--- config.mk ---
export PLATFORM = sky130hd
export DESIGN_NAME = nv_table_access
export DESIGN_NICKNAME = d
export VERILOG_FILES = /design/src/hdl/nv_table_pkg.sv /design/src/hdl/nv_table_access.sv
export SDC_FILE = /design/constraint.sdc
export NUM_CORES = 1
export LEC_CHECK = 0
export ABC_AREA = 1
export BUFFER_PORTS_ARGS = -buffer_cell sky130_fd_sc_hd__buf_2
export CAP_MARGIN = 5
export CORE_UTILIZATION = 45
export CTS_CLUSTER_DIAMETER = 100
export DETAILED_ROUTE_END_ITERATION = 8
export GPL_TIMING_DRIVEN = 1
export HOLD_SLACK_MARGIN = 0.08
export PLACE_DENSITY = 0.63
export SYNTH_ARGS = -nofsm -noshare
export SYNTH_HDL_FRONTEND = slang
export SYNTH_SLANG_ARGS = --single-unit
export TNS_END_PERCENT = 1
--- constraint.sdc ---
create_clock -name CORE_CLK_IN -period 2.2 [get_ports CORE_CLK_IN]
set_input_delay 0.33 -clock CORE_CLK_IN [delete_from_list [all_inputs] [get_ports CORE_CLK_IN]]
set_output_delay 0.33 -clock CORE_CLK_IN [all_outputs]
set_load 0.02 [all_outputs]
--- src/hdl/nv_table_pkg.sv ---
// Constants and types for the program flash table access block.
// Assumes a byte-wide special function register port from the core.
//
// Overview of operation
// - Read bytes singly, program 8, erase 64.
// - No bulk erase reachable from code.
// - Stall fetch until timer ends flash long write; EEPROM writes do not stall.
// - Any stored value accepted; invalid executes as no-op.
// - Wide program space moves through byte latch.
// - Table write fills holding register by pointer.
// - Key port stores nothing, reads zero.
// - Program select picks flash over EEPROM.
// - Config select overrides program select.
// - Row erase bit erases row, self-clears.
// - Write permit gates all writes, clear after power-up.
// - Reset during write sets abort flag.
// - Abort leaves both select bits unchanged.
// - Write start set-only, hardware clears at end.
// - Completion sets sticky done flag.
// - Read start one-cycle, self-clears, refused while program select already set.
// - Three pointer bytes form 22-bit address.
// - Pointer steps change only low 21 bits.
// - Four pointer update modes per table operation.
// - Table read uses all 22 pointer bits.
// - Flash long write block from pointer bits 21:3; EEPROM uses the full pointer.
// - Row erase block from pointer bits 21:6.
package nv_table_pkg;
    localparam logic [11:0] CTRL_ADDR = 12'h0fa6;
    localparam logic [11:0] KEY_ADDR = 12'h0fa7;
    localparam logic [11:0] LATCH_ADDR = 12'h0fa8;
    localparam logic [11:0] PTR_LOW_ADDR = 12'h0fa9;
    localparam logic [11:0] PTR_HIGH_ADDR = 12'h0faa;
    localparam logic [11:0] PTR_UPPER_ADDR = 12'h0fab;
    localparam logic [7:0] KEY_FIRST = 8'h55;
    localparam logic [7:0] KEY_SECOND = 8'haa;
    localparam logic [7:0] CTRL_RESET = 8'h00;
    localparam int PTR_W = 22;
    localparam int PTR_LOW_W = 21;
    localparam int HOLD_COUNT = 8;
    localparam int WRITE_BLOCK_BITS = 3;
    localparam int ERASE_BLOCK_BITS = 6;
    localparam int CLK_PERIOD_NS = 8;
    localparam int LONG_OP_TIME_NS = 2000000;
    localparam int LONG_OP_CYCLES = LONG_OP_TIME_NS / CLK_PERIOD_NS;
    localparam int TIMER_W = 18;

    typedef enum logic [1:0] {PTR_KEEP, PTR_POST_INC, PTR_POST_DEC, PTR_PRE_INC} ptr_mode_t;
    typedef enum logic [1:0] {ST_IDLE, ST_TBL_READ, ST_LONG_OP} ctrl_state_t;
    typedef enum logic [1:0] {KEY_IDLE, KEY_HALF, KEY_ARMED} key_stage_t;
    typedef enum logic [1:0] {TGT_EEPROM, TGT_PROGRAM, TGT_CONFIG} target_t;

    // Control register, bit 7 first
    typedef struct packed {
        logic pgm_sel;
        logic cfg_sel;
        logic unused;
        logic erase_en;
        logic abort;
        logic permit;
        logic wr;
        logic rd;
    } ctrl_bits_t;

    typedef struct packed {
        logic wr;
        logic rd;
        logic [11:0] addr;
        logic [7:0] wdata;
    } sfr_req_t;

    typedef struct packed {
        logic valid;
        logic write;
        ptr_mode_t mode;
    } tbl_req_t;

    typedef struct packed {
        logic prog_start;
        logic erase_start;
        target_t target;
        logic [PTR_W-1:0] block_addr;
    } flash_cmd_t;
endpackage : nv_table_pkg

--- src/hdl/nv_table_access.sv ---
// Table read/write engine, control register and long write timer.
// Assumes core SFR and table requests synchronous to CORE_CLK_IN.
`timescale 1ns/10ps
module nv_table_access #(
    parameter int LONG_OP_CYCLES = nv_table_pkg::LONG_OP_CYCLES,
    parameter int TIMER_W = nv_table_pkg::TIMER_W
) (
    input wire logic CORE_CLK_IN,
    input wire logic RST_IN,
    input wire nv_table_pkg::sfr_req_t SFR_REQ_IN,
    output logic [7:0] SFR_RDATA_OUT,
    input wire nv_table_pkg::tbl_req_t TBL_REQ_IN,
    output logic TBL_READY_OUT,
    input wire logic EXT_RESET_EVENT_IN,
    input wire logic WDT_RESET_EVENT_IN,
    input wire logic NV_DONE_CLR_IN,
    output logic NV_DONE_FLAG_OUT,
    output logic FETCH_STALL_OUT,
    output logic [21:0] FLASH_RD_ADDR_OUT,
    input wire logic [15:0] FLASH_RD_WORD_IN,
    output nv_table_pkg::flash_cmd_t FLASH_CMD_OUT,
    output logic [63:0] HOLD_DATA_OUT,
    output logic EE_READ_OUT
);

    ////////////////////////////////////////////////////////////////////////////
    // State

    typedef struct packed {
        nv_table_pkg::ctrl_state_t state;
        nv_table_pkg::key_stage_t key;
        nv_table_pkg::ctrl_bits_t ctrl;
        logic [7:0] latch;
        logic [nv_table_pkg::PTR_W-1:0] ptr;
        logic [nv_table_pkg::HOLD_COUNT-1:0][7:0] hold;
        logic [nv_table_pkg::PTR_W-1:0] rd_addr;
        logic [TIMER_W-1:0] timer;
        logic done_flag;
        logic [7:0] sfr_rdata;
        logic ee_read;
        nv_table_pkg::flash_cmd_t cmd;
    } st_t;

    st_t q;
    st_t d;

    localparam logic [TIMER_W-1:0] TIMER_LOAD = TIMER_W'(LONG_OP_CYCLES - 1);

    // Step low 21 bits only, top bit kept
    function automatic logic [21:0] ptr_step(input logic [21:0] p, input logic down);
        logic [20:0] low;
        low = down ? (p[20:0] - 21'h00_0001) : (p[20:0] + 21'h00_0001);
        return {p[21], low};
    endfunction : ptr_step

    function automatic nv_table_pkg::target_t pick_target(input nv_table_pkg::ctrl_bits_t c);
        if (c.cfg_sel) begin
            return nv_table_pkg::TGT_CONFIG;
        end else if (c.pgm_sel) begin
            return nv_table_pkg::TGT_PROGRAM;
        end
        return nv_table_pkg::TGT_EEPROM;
    endfunction : pick_target

    logic tbl_take;
    logic long_done;
    logic long_abort;
    logic [21:0] eff_addr;
    logic start_ok;

    assign tbl_take = (q.state == nv_table_pkg::ST_IDLE) && TBL_REQ_IN.valid;
    assign long_done = (q.state == nv_table_pkg::ST_LONG_OP) && (q.timer == '0);
    assign long_abort = (q.state == nv_table_pkg::ST_LONG_OP)
        && (EXT_RESET_EVENT_IN || WDT_RESET_EVENT_IN);
    assign eff_addr = (TBL_REQ_IN.mode == nv_table_pkg::PTR_PRE_INC)
        ? ptr_step(q.ptr, 1'b0) : q.ptr;
    assign start_ok = SFR_REQ_IN.wr && (SFR_REQ_IN.addr == nv_table_pkg::CTRL_ADDR)
        && SFR_REQ_IN.wdata[1] && !q.ctrl.wr && q.ctrl.permit
        && (q.key == nv_table_pkg::KEY_ARMED)
        && (q.state == nv_table_pkg::ST_IDLE) && !TBL_REQ_IN.valid;

    ////////////////////////////////////////////////////////////////////////////
    // Next state

    always_comb begin
        d = q;
        d.cmd.prog_start = 1'b0;
        d.cmd.erase_start = 1'b0;
        d.ee_read = 1'b0;
        d.ctrl.rd = 1'b0;
        d.ctrl.unused = 1'b0;

        // Table operations
        if (q.state == nv_table_pkg::ST_TBL_READ) begin
            d.latch = q.rd_addr[0] ? FLASH_RD_WORD_IN[15:8] : FLASH_RD_WORD_IN[7:0];
            d.state = nv_table_pkg::ST_IDLE;
        end
        if (tbl_take) begin
            if (TBL_REQ_IN.write) begin
                d.hold[eff_addr[2:0]] = q.latch;
            end else begin
                d.rd_addr = eff_addr;
                d.state = nv_table_pkg::ST_TBL_READ;
            end
            if (TBL_REQ_IN.mode == nv_table_pkg::PTR_PRE_INC) begin
                d.ptr = eff_addr;
            end else if (TBL_REQ_IN.mode == nv_table_pkg::PTR_POST_INC) begin
                d.ptr = ptr_step(q.ptr, 1'b0);
            end else if (TBL_REQ_IN.mode == nv_table_pkg::PTR_POST_DEC) begin
                d.ptr = ptr_step(q.ptr, 1'b1);
            end
        end

        // Register reads
        if (SFR_REQ_IN.rd) begin
            if (SFR_REQ_IN.addr == nv_table_pkg::CTRL_ADDR) begin
                d.sfr_rdata = {q.ctrl[7:6], 1'b0, q.ctrl[4:0]};
            end else if (SFR_REQ_IN.addr == nv_table_pkg::LATCH_ADDR) begin
                d.sfr_rdata = q.latch;
            end else if (SFR_REQ_IN.addr == nv_table_pkg::PTR_LOW_ADDR) begin
                d.sfr_rdata = q.ptr[7:0];
            end else if (SFR_REQ_IN.addr == nv_table_pkg::PTR_HIGH_ADDR) begin
                d.sfr_rdata = q.ptr[15:8];
            end else if (SFR_REQ_IN.addr == nv_table_pkg::PTR_UPPER_ADDR) begin
                d.sfr_rdata = {2'b00, q.ptr[21:16]};
            end else begin
                d.sfr_rdata = 8'h00;
            end
        end

        // Register writes, ahead of table pointer steps
        if (SFR_REQ_IN.wr) begin
            d.key = nv_table_pkg::KEY_IDLE;
            if (SFR_REQ_IN.addr == nv_table_pkg::CTRL_ADDR) begin
                d.ctrl.pgm_sel = SFR_REQ_IN.wdata[7];
                d.ctrl.cfg_sel = SFR_REQ_IN.wdata[6];
                d.ctrl.erase_en = SFR_REQ_IN.wdata[4];
                d.ctrl.abort = SFR_REQ_IN.wdata[3];
                d.ctrl.permit = SFR_REQ_IN.wdata[2];
                if (SFR_REQ_IN.wdata[0] && !q.ctrl.pgm_sel) begin
                    d.ctrl.rd = 1'b1;
                    d.ee_read = 1'b1;
                end
                if (start_ok) begin
                    d.ctrl.wr = 1'b1;
                    d.state = nv_table_pkg::ST_LONG_OP;
                    d.timer = TIMER_LOAD;
                    d.cmd.target = pick_target(d.ctrl);
                    if (d.ctrl.erase_en && (d.cmd.target != nv_table_pkg::TGT_EEPROM)) begin
                        d.cmd.erase_start = 1'b1;
                        d.cmd.block_addr = {q.ptr[21:6], 6'h00};
                    end else if (d.cmd.target == nv_table_pkg::TGT_EEPROM) begin
                        d.cmd.prog_start = 1'b1;
                        d.cmd.block_addr = q.ptr;
                    end else begin
                        d.cmd.prog_start = 1'b1;
                        d.cmd.block_addr = {q.ptr[21:3], 3'h0};
                    end
                end
            end else if (SFR_REQ_IN.addr == nv_table_pkg::KEY_ADDR) begin
                if (SFR_REQ_IN.wdata == nv_table_pkg::KEY_FIRST) begin
                    d.key = nv_table_pkg::KEY_HALF;
                end else if ((SFR_REQ_IN.wdata == nv_table_pkg::KEY_SECOND)
                        && (q.key == nv_table_pkg::KEY_HALF)) begin
                    d.key = nv_table_pkg::KEY_ARMED;
                end
            end else if (SFR_REQ_IN.addr == nv_table_pkg::LATCH_ADDR) begin
                d.latch = SFR_REQ_IN.wdata;
            end else if (SFR_REQ_IN.addr == nv_table_pkg::PTR_LOW_ADDR) begin
                d.ptr[7:0] = SFR_REQ_IN.wdata;
            end else if (SFR_REQ_IN.addr == nv_table_pkg::PTR_HIGH_ADDR) begin
                d.ptr[15:8] = SFR_REQ_IN.wdata;
            end else if (SFR_REQ_IN.addr == nv_table_pkg::PTR_UPPER_ADDR) begin
                d.ptr[21:16] = SFR_REQ_IN.wdata[5:0];
            end
        end

        // Self-timed long operation, hardware wins over software
        if (long_abort) begin
            d.state = nv_table_pkg::ST_IDLE;
            d.ctrl.wr = 1'b0;
            d.ctrl.abort = 1'b1;
        end else if (long_done) begin
            d.state = nv_table_pkg::ST_IDLE;
            d.ctrl.wr = 1'b0;
            d.ctrl.abort = 1'b0;
            if (q.cmd.erase_start || (q.ctrl.erase_en && q.cmd.target != nv_table_pkg::TGT_EEPROM)) begin
                d.ctrl.erase_en = 1'b0;
            end
        end else if (q.state == nv_table_pkg::ST_LONG_OP) begin
            d.timer = q.timer - TIMER_W'(1);
        end

        d.done_flag = (q.done_flag && !NV_DONE_CLR_IN) || (long_done && !long_abort);
    end

    always_ff @(posedge CORE_CLK_IN) begin
        if (RST_IN) begin
            q <= '0;
            q.state <= nv_table_pkg::ST_IDLE;
            q.key <= nv_table_pkg::KEY_IDLE;
            q.ctrl <= nv_table_pkg::CTRL_RESET;
        end else begin
            q <= d;
        end
    end

    ////////////////////////////////////////////////////////////////////////////
    // Outputs

    assign SFR_RDATA_OUT = q.sfr_rdata;
    assign TBL_READY_OUT = (q.state == nv_table_pkg::ST_IDLE);
    assign NV_DONE_FLAG_OUT = q.done_flag;
    assign FETCH_STALL_OUT = (q.state == nv_table_pkg::ST_LONG_OP)
        && (q.cmd.target != nv_table_pkg::TGT_EEPROM);
    assign FLASH_RD_ADDR_OUT = q.rd_addr;
    assign FLASH_CMD_OUT = q.cmd;
    assign HOLD_DATA_OUT = q.hold;
    assign EE_READ_OUT = q.ee_read;

    logic key_write_55;
    logic key_write_aa;
    logic ctrl_write;
    assign key_write_55 = SFR_REQ_IN.wr && (SFR_REQ_IN.addr == nv_table_pkg::KEY_ADDR)
        && (SFR_REQ_IN.wdata == nv_table_pkg::KEY_FIRST);
    assign key_write_aa = SFR_REQ_IN.wr && (SFR_REQ_IN.addr == nv_table_pkg::KEY_ADDR)
        && (SFR_REQ_IN.wdata == nv_table_pkg::KEY_SECOND);
    assign ctrl_write = SFR_REQ_IN.wr && (SFR_REQ_IN.addr == nv_table_pkg::CTRL_ADDR);
endmodule : nv_table_access

==> summary.md, run 1 <==
| Metric | Value |
|---|---|
| Run status | finished, final reports clean |
| Category of the worst setup path capture point | register |
| Synthesis Warnings | 0 |
| Part of the Yosys area used for sequential elements | 0.3597 |
| FILL cells | 2,260 |
| Lkg Pwr | 0.004810 uW |
| Avg Cell Area, Syn | 6.895 um^2 |
| Final slew viol count | 0 |
| Number of antenna violations at the first check in global routing | 0 |
| Layout Nets | 1,546 |
| Top cells by area in the synthesized netlist | dfxtp_1 36%, buf_4 9.4%, nand2_1 8.9% |
| Die X | 151.2 um |
| Share of post-route cells with drive strength above 1 | 0.1975 |
| Max-cap violations | 0 |
| Fin Clk Skew | 0.01476 ns |
| Switching power | 2373 uW |
| Crit-path max cell delay | 0.52 ns |
| Via total after detailed routing | 9,717 |
| Number of sinks driven by the clock tree | 180 |
| Buffer depth of the longest clock path | 2 |
| Clk Latency, worst-skew pair | 0.44 ns |
| Biggest area consumer among synthesized cells | dfxtp_1 |
| Post-synthesis instance total | 1,453 |
| Final Setup Violations | 0 |
| Internal power summed over all cells | 5294 uW |
| Global-route wire length before repair | 48,850 um |
| Total area of sequential cells | 3605 um^2 |
| Cell Count Post-Placement | 1,757 |
| Post-detailed-route via-to-cell ratio | 5.432 |
| DPL Wire Length | 23,960 um |
| Synthesized area | 10,020 um^2 |
| Maximum clock frequency | 487.1 MHz |
| Data arrival time of the critical path | 2.43 ns |
| Worst min path class | input port to register |
| Clock Tree Root | clkbuf_16 |
| Highest ir drop seen on vdd | 515.6 uV |
| Worst path slowest cell | dfxtp_1 |
| Clock slew at reported path FFs | 0.08 ns |
| Nature of the critical path startpoint | register |
| Final Hold Viols | 0 |
| Final global-route overflow total | 0 |
| Number of setup buffers added after CTS | 0 |
| Starting utilization of the core area | 0.4591 |
| Share of power burned in the clock network | 0.426 |
| Worst-Margin Slew | 0.5914 ns |
| Placer's final routability congestion estimate | 1.063 |
| Via count of the first global-routing pass | 8,724 |
| Area of the core region | 21,820 um^2 |
| Largest fanout of any net on the critical path | 6 |
| Number of nets with antenna violations after detailed routing | 0 |
| Final hold slack | 0.1569 ns |
| Boundary Pins | 171 |
| Ordered list of cells on the worst path | nand2_1 > nor2_1 > nand2_1 > nor2_1 > nand3_1 > nand2_1 > nand2_1 > nand3_1 > nand2_1 > a21oi_1 |
| Distinct cell type count of the synthesized netlist | 43 |
| Multi-input logic area | 4686 um^2 |
| Net count of the mapped netlist | 1,503 |
| Area of the die | 22,860 um^2 |
| Synth-to-layout area growth | 9.404% |
| Switching share of total power | 0.3095 |
| Overall track demand over capacity in global routing | 0.2841 |
| Count of input and output buffers | 170 |
| Logic gate share of total power | 0.128 |
| Drt first pass iters | 5 |
| Synth top area share | 0.3597 |
| Post-route clock period utilization | 0.9332 |
| P per Cell Area | 699.5 nW/um^2 |
| Flop pwr share | 0.446 |
| Crit path required time | 2.58 ns |
| Synthesized flop and latch total | 180 |
| Most common cell after layout, fill and taps aside | nand2_1 |
| Number of antenna cells inserted | 0 |
| Most numerous cell on the critical path | nand2_1 |
| Normalized max-slew margin | 0.6057 |
| Number of CTS-inserted buffers | 17 |
| Final Non-Filler Cells | 1,789 |
| Final WL | 32,590 um |
| DRC Markers | 0 |
| Number of standard-cell rows in the floorplan | 54 |
| Setup_tns | 0 ns |
| CP Class | register to register |
| Detailed Route Iter0 Violations | 890 |
| RSZ-0062 raised after global routing | no |
| Die height | 151.2 um |
| H-tree levels | 4 |
| Shortest period the worst path allows | 2.053 ns |
| Most used cells in the layout excluding fill and tap cells | 237 x nand2_1, 179 x dfxtp_1, 173 x a21oi_1 |
| Clock tree from TritonCTS | built |
| Post-DR wirelength/cell | 18.21 um |
| Largest net degree at the start of global routing | 49 |
[path summary, 6_finish.rpt]
| kind | startpoint | end | slack [ns] | cells past startpoint |
|---|---|---|---|---|
| worst max-delay path | q[143]$_SDFF_PP0_ | q[149]$_SDFF_PP0_ | 0.15 | 10 |
| worst min register to register | FLASH_CMD_OUT[11]$_SDFFE_PP0P_ | FLASH_CMD_OUT[11]$_SDFFE_PP0P_ | 0.44 | 2 |
| worst max register to register | q[143]$_SDFF_PP0_ | q[149]$_SDFF_PP0_ | 0.15 | 10 |
| worst min-delay path | NV_DONE_CLR_IN | NV_DONE_FLAG_OUT$_SDFF_PP0_ | 0.16 | 4 |
[metrics by stage]
stage / util / worst slack, ns / power, uW / cell area (um^2)
after CTS: 0.5022 / 0.1411 / 7690 / 10960
after floorplan: - / 0.4089 / 4132 / 10020
after global placement: 0.4736 / 0.1216 / 4456 / 10330
after global routing: 0.5022 / 0.004714 / 7935 / 10960
after detailed placement: 0.4736 / 0.1161 / 4457 / 10330
final: 0.5022 / 0.1469 / 7667 / 10960
[final cells by class]
cell class | count | share of cell area
clock inverters | 15 | 0.01815
inverters | 134 | 0.04600
multi-input cells | 951 | 0.4275
clock buffers | 17 | 0.03881
repair buffers | 212 | 0.1087
well taps | 280 | 0.03196
flip-flops and latches | 180 | 0.3289
[power by group through the flow]
| stage | Combinational (uW) | Clock (uW) | Sequential [uW] |
|---|---|---|---|
| floorplan | 692 | 0 | 3440 |
| global placement | 964 | 0 | 3490 |
| detailed placement | 965 | 0 | 3490 |
| CTS | 970 | 3300 | 3420 |
| global route | 1070 | 3440 | 3430 |
| finish | 983 | 3260 | 3420 |
[critical path, delay by kind of cell, from the launching register on]
| kind | cells | cell delay, ns |
|---|---|---|
| AOI/OAI and AO/OA | 1 | 0.15 |
| and+or+nand+nor | 9 | 1.32 |
| DFF | 1 | 0.52 |
[repair_timing]
item	CTS	global route
gates resized for setup	0	1
endpoints found under the setup margin	0	1
hold buffers	0	0
[kinds of logic after synthesis]
family          count (synthesis)  share of synthesized area
compound gates                369                     0.1938
xor+xnor                       20                    0.01936
fa+ha+maj                       3                   0.003747
buf+inv                       322                     0.1728
flops                         180                     0.3597
simple gates                  559                     0.2505
[Yosys cell counts, drive strengths merged]
master,count
clkinv,2
nor2,158
o22ai,14
nand2,242
or2,4
buf,149
nor3,17
inv,132
o221ai,1
ha,3
o21ai,160
nor4,4
clkbuf,39
nand3b,1
o211ai,11
a31oi,1
xnor2,3
o21a,6
nor3b,1
a21oi,173
nand4,19
o221a,3
nor4b,1
xor2,17
dfxtp,180
nand3,112
[routing by layer]
metal  wire [um]  part of all wire  GRT usage
met5           0                 0          0
met4        1197             0.037     0.1285
met3        2531             0.078    0.06295
met2       14770              0.45     0.4447
met1       14090              0.43     0.3708
No activity file was read; power rests on OpenSTA's default activity.
==> inputs of run 2 (changes only) <==
- CORE_UTILIZATION: 45 -> 55
- PLACE_DENSITY: 0.63 -> 0.75
==> run 2 against run 1 <==
Net effect: clock skew decreased by 0.0057 ns; design area decreased by 0.71%; non-clock buffer count increased by 4; routed wire length decreased by 7.3%; die area decreased by 18%; worst setup slack improved by 0.0059 ns; combinational power decreased by 0.5%; sequential share of layout area increased by 0.22 points; clock-buffer cell count unchanged; maximum frequency increased by 0.29%; cell count decreased by 2.9%; largest power group unchanged.
==> summary.md, run 2 (synthesis gave the netlist of run 1 again) <==
| Metric | Value |
|---|---|
| Number of CTS-inserted buffers | 17 (unchanged) |
| GRT met3 Usage | 0.05852 (-0.004433) |
| Share of post-route cells with drive strength above 1 | 0.2003 (+0.002783) |
| Boundary Pins | 171 (unchanged) |
| Clock slew at reported path FFs | 0.08 ns (about the same) |
| Count of input and output buffers | 170 (unchanged) |
| Worst min path class | input port to register |
| Detailed Route Iter0 Violations | 837 (-6.0%) |
| Final slew viol count | 0 (unchanged) |
| Category of the worst setup path capture point | register |
| Drt first pass iters | 6 (+1) |
| Count of buffer and inverter cells on the critical path | 3 (+3) |
| Die X | 137.0 um (-9.4%) |
| Largest fanout of any net on the critical path | 16 (+10) |
| Area of the core region | 17,540 um^2 (-20%) |
| Clock Tree Root | clkbuf_16 |
| Via total after detailed routing | 9,717 (unchanged) |
| Ordered list of cells on the worst path | buf_4 > inv_1 > ha_1 > nand2_1 > o21ai_2 > inv_2 > nand2_1 > nor2_4 > o21ai_0 > a21oi_1 |
| Number of antenna cells inserted | 0 (unchanged) |
| Worst-Margin Slew | 0.7303 ns (+0.1389 ns) |
| Nature of the critical path startpoint | register |
| RSZ-0062 raised after global routing | no |
| GR Layer Usage met1 | 0.4303 (+0.05953) |
| Crit-path max cell delay | 0.36 ns (-0.16 ns) |
| P per Cell Area | 682.5 nW/um^2 (-2.4%) |
| Synth-to-layout area growth | 8.630% |
| Die height | 137.0 um (-9.4%) |
| Global-route wire length before repair | 46,600 um (-4.6%) |
| Number of standard-cell rows in the floorplan | 48 (-11%) |
| Max-cap violations | 0 (unchanged) |
| Post-detailed-route via-to-cell ratio | 5.591 (+2.9%) |
| Run status | finished, final reports clean |
| H-tree levels | 4 (unchanged) |
| Number of antenna violations at the first check in global routing | 0 (unchanged) |
| CP Class | register to register |
| Fin Clk Skew | 0.009043 ns (-0.005715 ns) |
| Shortest period the worst path allows | 2.047 ns (-0.005898 ns) |
| Via count of the first global-routing pass | 8,719 (-0.057%) |
| Placer's final routability congestion estimate | 1.033 (-2.8%) |
| Highest ir drop seen on vdd | 586.4 uV (+14%) |
| Normalized max-slew margin | 0.5126 (-0.09312) |
| Final hold slack | 0.1530 ns (-0.003911 ns) |
| Final global-route overflow total | 0 (unchanged) |
| Overall track demand over capacity in global routing | 0.3252 (+0.04109) |
| Buffer depth of the longest clock path | 2 (unchanged) |
| Layout Nets | 1,550 (+0.26%) |
| Starting utilization of the core area | 0.5713 (+0.1122) |
| Most used cells in the layout excluding fill and tap cells | 236 x nand2_1, 180 x dfxtp_1, 173 x a21oi_1 |
| Hold Buf Count CTS | 0 (unchanged) |
| Final Non-Filler Cells | 1,738 (-2.9%) |
| Data arrival time of the critical path | 2.42 ns (about the same) |
| Crit path required time | 2.58 ns (about the same) |
| DRC Markers | 0 (unchanged) |
| Final Hold Viols | 0 (unchanged) |
| Area of the die | 18,760 um^2 (-18%) |
| Post-route clock period utilization | 0.9305 (-0.002681) |
| DPL Wire Length | 22,270 um (-7.0%) |
| Cell Count Post-Placement | 1,705 (-3.0%) |
| Clk Latency, worst-skew pair | 0.44 ns (about the same) |
| Cell area after placement | 10,280 um^2 (-0.57%) |
| Power after layout | 7428 uW (-3.1%) |
| Setup_tns | 0 ns (unchanged) |
| Clock tree from TritonCTS | built |
| CP top delay family | simple AND/OR/NAND/NOR gates |
| Maximum clock frequency | 488.5 MHz (+0.29%) |
| Final design instance area without fill | 10,880 um^2 (-0.71%) |
| Largest net degree at the start of global routing | 49 (unchanged) |
| Lkg Pwr | 0.004808 uW (about the same) |
| Most numerous cell on the critical path | nand2_1 |
| Final Setup Violations | 0 (unchanged) |
| GRT busiest layer | met2 |
| Number of sinks driven by the clock tree | 180 (unchanged) |
| Final WL | 30,200 um (-7.3%) |
| Number of nets with antenna violations after detailed routing | 0 (unchanged) |
| Most common cell after layout, fill and taps aside | nand2_1 |
| Worst path slowest cell | dfxtp_1 |
| Post-DR wirelength/cell | 17.38 um (-4.6%) |
| Fraction of met2 tracks used by global routing | 0.5093 (+0.06451) |
-- run 2: changes by cell type in the layout (fill, tap and decap cells not counted), sizes merged --
cell / previous run / this run
buf: 212 / 216
clkinvlp: 0 / 1
bufinv: 1 / 0
-- run 2: where the power goes --
group	internal, uW	leakage [uW]	switching [uW]
sequential	3330	0.00146	80.9
combinational	309	0.00307	669
clock	1520	0.000283	1520
-- run 2: worst paths after layout --
kind                                       from                             to  slack [ns]  cells past startpoint
setup / recovery              q[140]$_SDFF_PP0_                       register        0.15                     10
hold reg to reg   FLASH_CMD_OUT[7]$_SDFFE_PP0P_  FLASH_CMD_OUT[7]$_SDFFE_PP0P_        0.44                      2
setup reg to reg              q[140]$_SDFF_PP0_                       register        0.15                     10
hold / removal                   NV_DONE_CLR_IN    NV_DONE_FLAG_OUT$_SDFF_PP0_        0.15                      4
-- run 2: worst min-delay path: stages --
cell and delay [ns]:
buf_2 0.07, inv_1 0.03, nand2_1 0.05, a21oi_1 0.06
-- run 2: cell type report --
type | instances | area (um^2)
clock inverters | 15 | 156.4
fillers | 1688 | 6654
flip-flops and latches | 180 | 3603
multi-input cells | 951 | 4691
repair buffers | 216 | 1221
clock buffers | 17 | 425.4
well taps | 225 | 281.5
inverters | 134 | 504.2
-- run 2: what timing repair did --
action,in CTS,in global routing
hold endpoints to repair,0,0
setup endpoints to repair,0,4
setup buffers,0,1
resized for setup,0,2
-- run 2: through the flow --
stage | setup slack (ns) | utilization
floorplan | 0.4089 | -
global placement | 0.1298 | 0.5860
detailed placement | 0.08176 | 0.5860
CTS | 0.1493 | 0.6192
global route | 0.009826 | 0.6206
finish | 0.1528 | 0.6206
-- run 2: per-layer routing --
metal,share of wire,up-vias
li1,-,4780
met1,0.43,4399
met2,0.45,447
met3,0.077,91
met4,0.040,0
met5,0,-
==> inputs of run 3 (changes only) <==
- CORE_UTILIZATION: 55 -> 51
- PLACE_DENSITY: 0.75 -> 0.73
- clock period: 2.2 -> 1.85 ns (I/O delays scaled with it)
==> run 3 against run 2 <==
Net effect: cell count rose by 6.3%; global-route usage is 0.19 points lower; utilization shrank 0.39 points; first-iteration DRC count is 1.9% higher; worst hold slack improved by 0.0014 ns; largest cell class unchanged; routed wire length grew 8.1%; sequential share of layout area is 2.3 points lower; via count is 3.4% higher; die area up 7.7%; maximum frequency increased by 13%; largest power group unchanged; the run now ends with DRC left; critical path depth unchanged.
==> summary.md, run 3 (synthesis gave the netlist of run 1 again) <==
| Metric | Value |
|---|---|
| Detailed-routing wirelength on met1 | 13,890 um (+6.4%) |
| Most numerous cell on the critical path | buf_4 |
| Largest fanout of any net on the critical path | 8 (-8) |
| FILL cells | 1,797 (+6.5%) |
| Largest net degree at the start of global routing | 49 (unchanged) |
| Crit path required time | 2.22 ns (-0.36 ns) |
| Failing checks | DRC |
| Area of the core region | 18,960 um^2 (+8.1%) |
| Via count of the first global-routing pass | 9,190 (+5.4%) |
| Fin Clk Skew | 0.01321 ns (+0.004165 ns) |
| Number of CTS-inserted buffers | 17 (unchanged) |
| Worst-Margin Slew | 0.6819 ns (-0.04842 ns) |
| DPL Wire Length | 24,270 um (+9.0%) |
| Clock Tree Root | clkbuf_16 |
| Worst path slowest cell | dfxtp_2 |
| Worst min path class | input port to register |
| Met3 routed wirelength | 2422 um (+4.8%) |
| Category of the worst setup path capture point | register |
| Switching share of total power | 0.2991 (-0.006641) |
| Buffer depth of the longest clock path | 2 (unchanged) |
| Clock slew at reported path FFs | 0.08 ns (about the same) |
| Cell area after placement | 10,820 um^2 (+5.2%) |
| RR Startpoint | q[140]$_SDFF_PP0_ |
| Area of the die | 20,210 um^2 (+7.7%) |
| Run status | finished with violations |
| Share of post-route cells with drive strength above 1 | 0.2558 (+0.05556) |
| Most common cell after layout, fill and taps aside | nand2_1 |
| Final design instance area without fill | 11,690 um^2 (+7.4%) |
| Post-layout worst setup margin | 0.04311 ns (-0.1097 ns) |
| Die X | 142.2 um (+3.8%) |
| Final hold slack | 0.1544 ns (+0.001428 ns) |
| Internal power summed over all cells | 6363 uW (+23%) |
| Crit-path max cell delay | 0.34 ns (-0.02 ns) |
| Most used cells in the layout excluding fill and tap cells | 228 x nand2_1, 177 x dfxtp_1, 171 x buf_2 |
| Overall track demand over capacity in global routing | 0.3233 (-0.001880) |
| Number of sinks driven by the clock tree | 180 (unchanged) |
| Post-detailed-route via-to-cell ratio | 5.442 (-2.7%) |
| Count of input and output buffers | 170 (unchanged) |
| Metal2 WL | 15,180 um (+11%) |
| Post-DR wirelength/cell | 17.68 um (+1.8%) |
| DRC Markers | 2 (+2) |
| Detailed Route Iter0 Violations | 853 (+1.9%) |
| P per Cell Area | 776.7 nW/um^2 (+14%) |
| Via total after detailed routing | 10,052 (+3.4%) |
| Nature of the critical path startpoint | register |
| Internal reg-to-reg setup slack | 0.04 ns (-0.11 ns) |
| Share of power burned in the clock network | 0.404 (-0.005) |
| Lkg Pwr | 0.005233 uW (+8.8%) |
| H-tree levels | 4 (unchanged) |
| Flop pwr share | 0.447 (-0.012) |
| Switching power | 2716 uW (+20%) |
| Final WL | 32,660 um (+8.1%) |
| Global-route wire length before repair | 50,020 um (+7.3%) |
| Clock tree from TritonCTS | built |
| RSZ-0062 raised after global routing | yes |
| Boundary Pins | 171 (unchanged) |
| Synth-to-layout area growth | 16.67% |
| Cell depth of the worst flop-to-flop path | 10 (unchanged) |
| Post-route clock period utilization | 0.9767 (+0.04616) |
| Max-cap violations | 0 (unchanged) |
| Number of antenna violations at the first check in global routing | 0 (unchanged) |
| Data arrival time of the critical path | 2.18 ns (-0.24 ns) |
| Final global-route overflow total | 0 (unchanged) |
| Ordered list of cells on the worst path | ha_2 > buf_4 > xnor2_2 > nand2_1 > o21a_4 > nor2_4 > buf_12 > buf_4 > nand3_1 > a21oi_1 |
| Number of antenna cells inserted | 0 (unchanged) |
| Multi-input logic area | 4818 um^2 (+2.7%) |
| Layout Nets | 1,624 (+4.8%) |
| Final Setup Violations | 0 (unchanged) |
| Placer's final routability congestion estimate | 0.9952 (-3.7%) |
| Normalized max-slew margin | 0.5449 (+0.03232) |
| CP Class | register to register |
| Uppermost metal layer occupied by signal nets | met4 |
| CP Launch Point | q[140]$_SDFF_PP0_ |
| Final Hold Viols | 0 (unchanged) |
| Total area of sequential cells | 3607 um^2 (+0.10%) |
| Post-placement setup slack | -0.03310 ns (-0.1149 ns) |
| Shortest period the worst path allows | 1.807 ns (-0.2403 ns) |
| Maximum clock frequency | 553.4 MHz (+13%) |
| Final slew viol count | 0 (unchanged) |
| Die height | 142.2 um (+3.8%) |
| Clk Latency, worst-skew pair | 0.44 ns (about the same) |
| Highest ir drop seen on vdd | 760.2 uV (+30%) |
| Number of nets with antenna violations after detailed routing | 0 (unchanged) |
| Logic gate share of total power | 0.149 (+0.017) |
| Drt first pass iters | 7 (+1) |
| Starting utilization of the core area | 0.5285 (-0.04276) |
| Number of standard-cell rows in the floorplan | 50 (+4.2%) |
[run 3: layer usage]
metal	GRT usage	vias up
met2	0.5263	450
met5	0	-
li1	-	4919
met4	0.1404	0
met3	0.04744	80
met1	0.4252	4603
[run 3: area by class of cell]
cell class / count / share of cell area
Tap cell: 260 / 0.02783
Clock buffer: 17 / 0.03639
Inverter: 134 / 0.04389
Timing Repair Buffer: 289 / 0.1570
Clock inverter: 15 / 0.01402
Sequential cell: 180 / 0.3086
Multi-Input combinational cell: 952 / 0.4122
[run 3: worst max-delay path: cells and delay by family, from the launching register on]
family                   cells  cell delay, ns
AO/OA/AOI/OAI                2            0.33
flip-flops                   1            0.34
XOR/XNOR                     1            0.13
buffers and inverters        3            0.42
adder cells (fa/ha/maj)      1            0.20
AND/OR/NAND/NOR              3            0.31
[run 3: per-stage QoR]
| stage | std cells | util | power, uW | setup TNS (ns) |
|---|---|---|---|---|
| 2_1_floorplan | 1453 | - | 4913 | 0 |
| 3_3_place_gp | 1801 | 0.5706 | 5401 | 0 |
| 3_5_place_dp | 1801 | 0.5706 | 5399 | -0.2364 |
| 4_1_cts | 1836 | 0.6043 | 9025 | -0.07971 |
| 5_1_grt | 1847 | 0.6166 | 9400 | -0.3003 |
| 6_report | 1847 | 0.6166 | 9079 | 0 |
[run 3: how the worst min path moves through the flow]
stage                                                end  cells after the start                      startpoint
final                                q[178]$_SDFFE_PP0P_                      3                  SFR_REQ_IN[21]
after global routing                 q[179]$_SDFFE_PP0P_                      3                  SFR_REQ_IN[21]
after CTS                            q[178]$_SDFFE_PP0P_                      3                  SFR_REQ_IN[21]
after detailed placement  FLASH_CMD_OUT[19]$_SDFFE_PP0P_                      2  FLASH_CMD_OUT[19]$_SDFFE_PP0P_
after global placement    FLASH_CMD_OUT[13]$_SDFFE_PP0P_                      2  FLASH_CMD_OUT[13]$_SDFFE_PP0P_
after floorplan                      q[172]$_SDFFE_PP0N_                      2                   SFR_REQ_IN[2]
[run 3: timing repair]
| item | CTS | global route |
|---|---|---|
| hold buffers | 1 | 0 |
| gates resized for setup | 0 | 49 |
| setup buffers | 2 | 9 |
| cloned | 0 | 2 |
| endpoints found under the hold margin | 1 | 0 |
| pin swaps | 2 | 13 |
| setup endpoints to repair | 14 | 105 |
[run 3: power by group through the flow]
stage                     combinational [uW]  sequential (uW)  clock [uW]
after global placement                  1260             4140           0
final                                   1360             4060        3660
after global routing                    1460             4070        3870
after floorplan                          823             4090           0
after detailed placement                1260             4140           0
after CTS                               1270             4050        3710
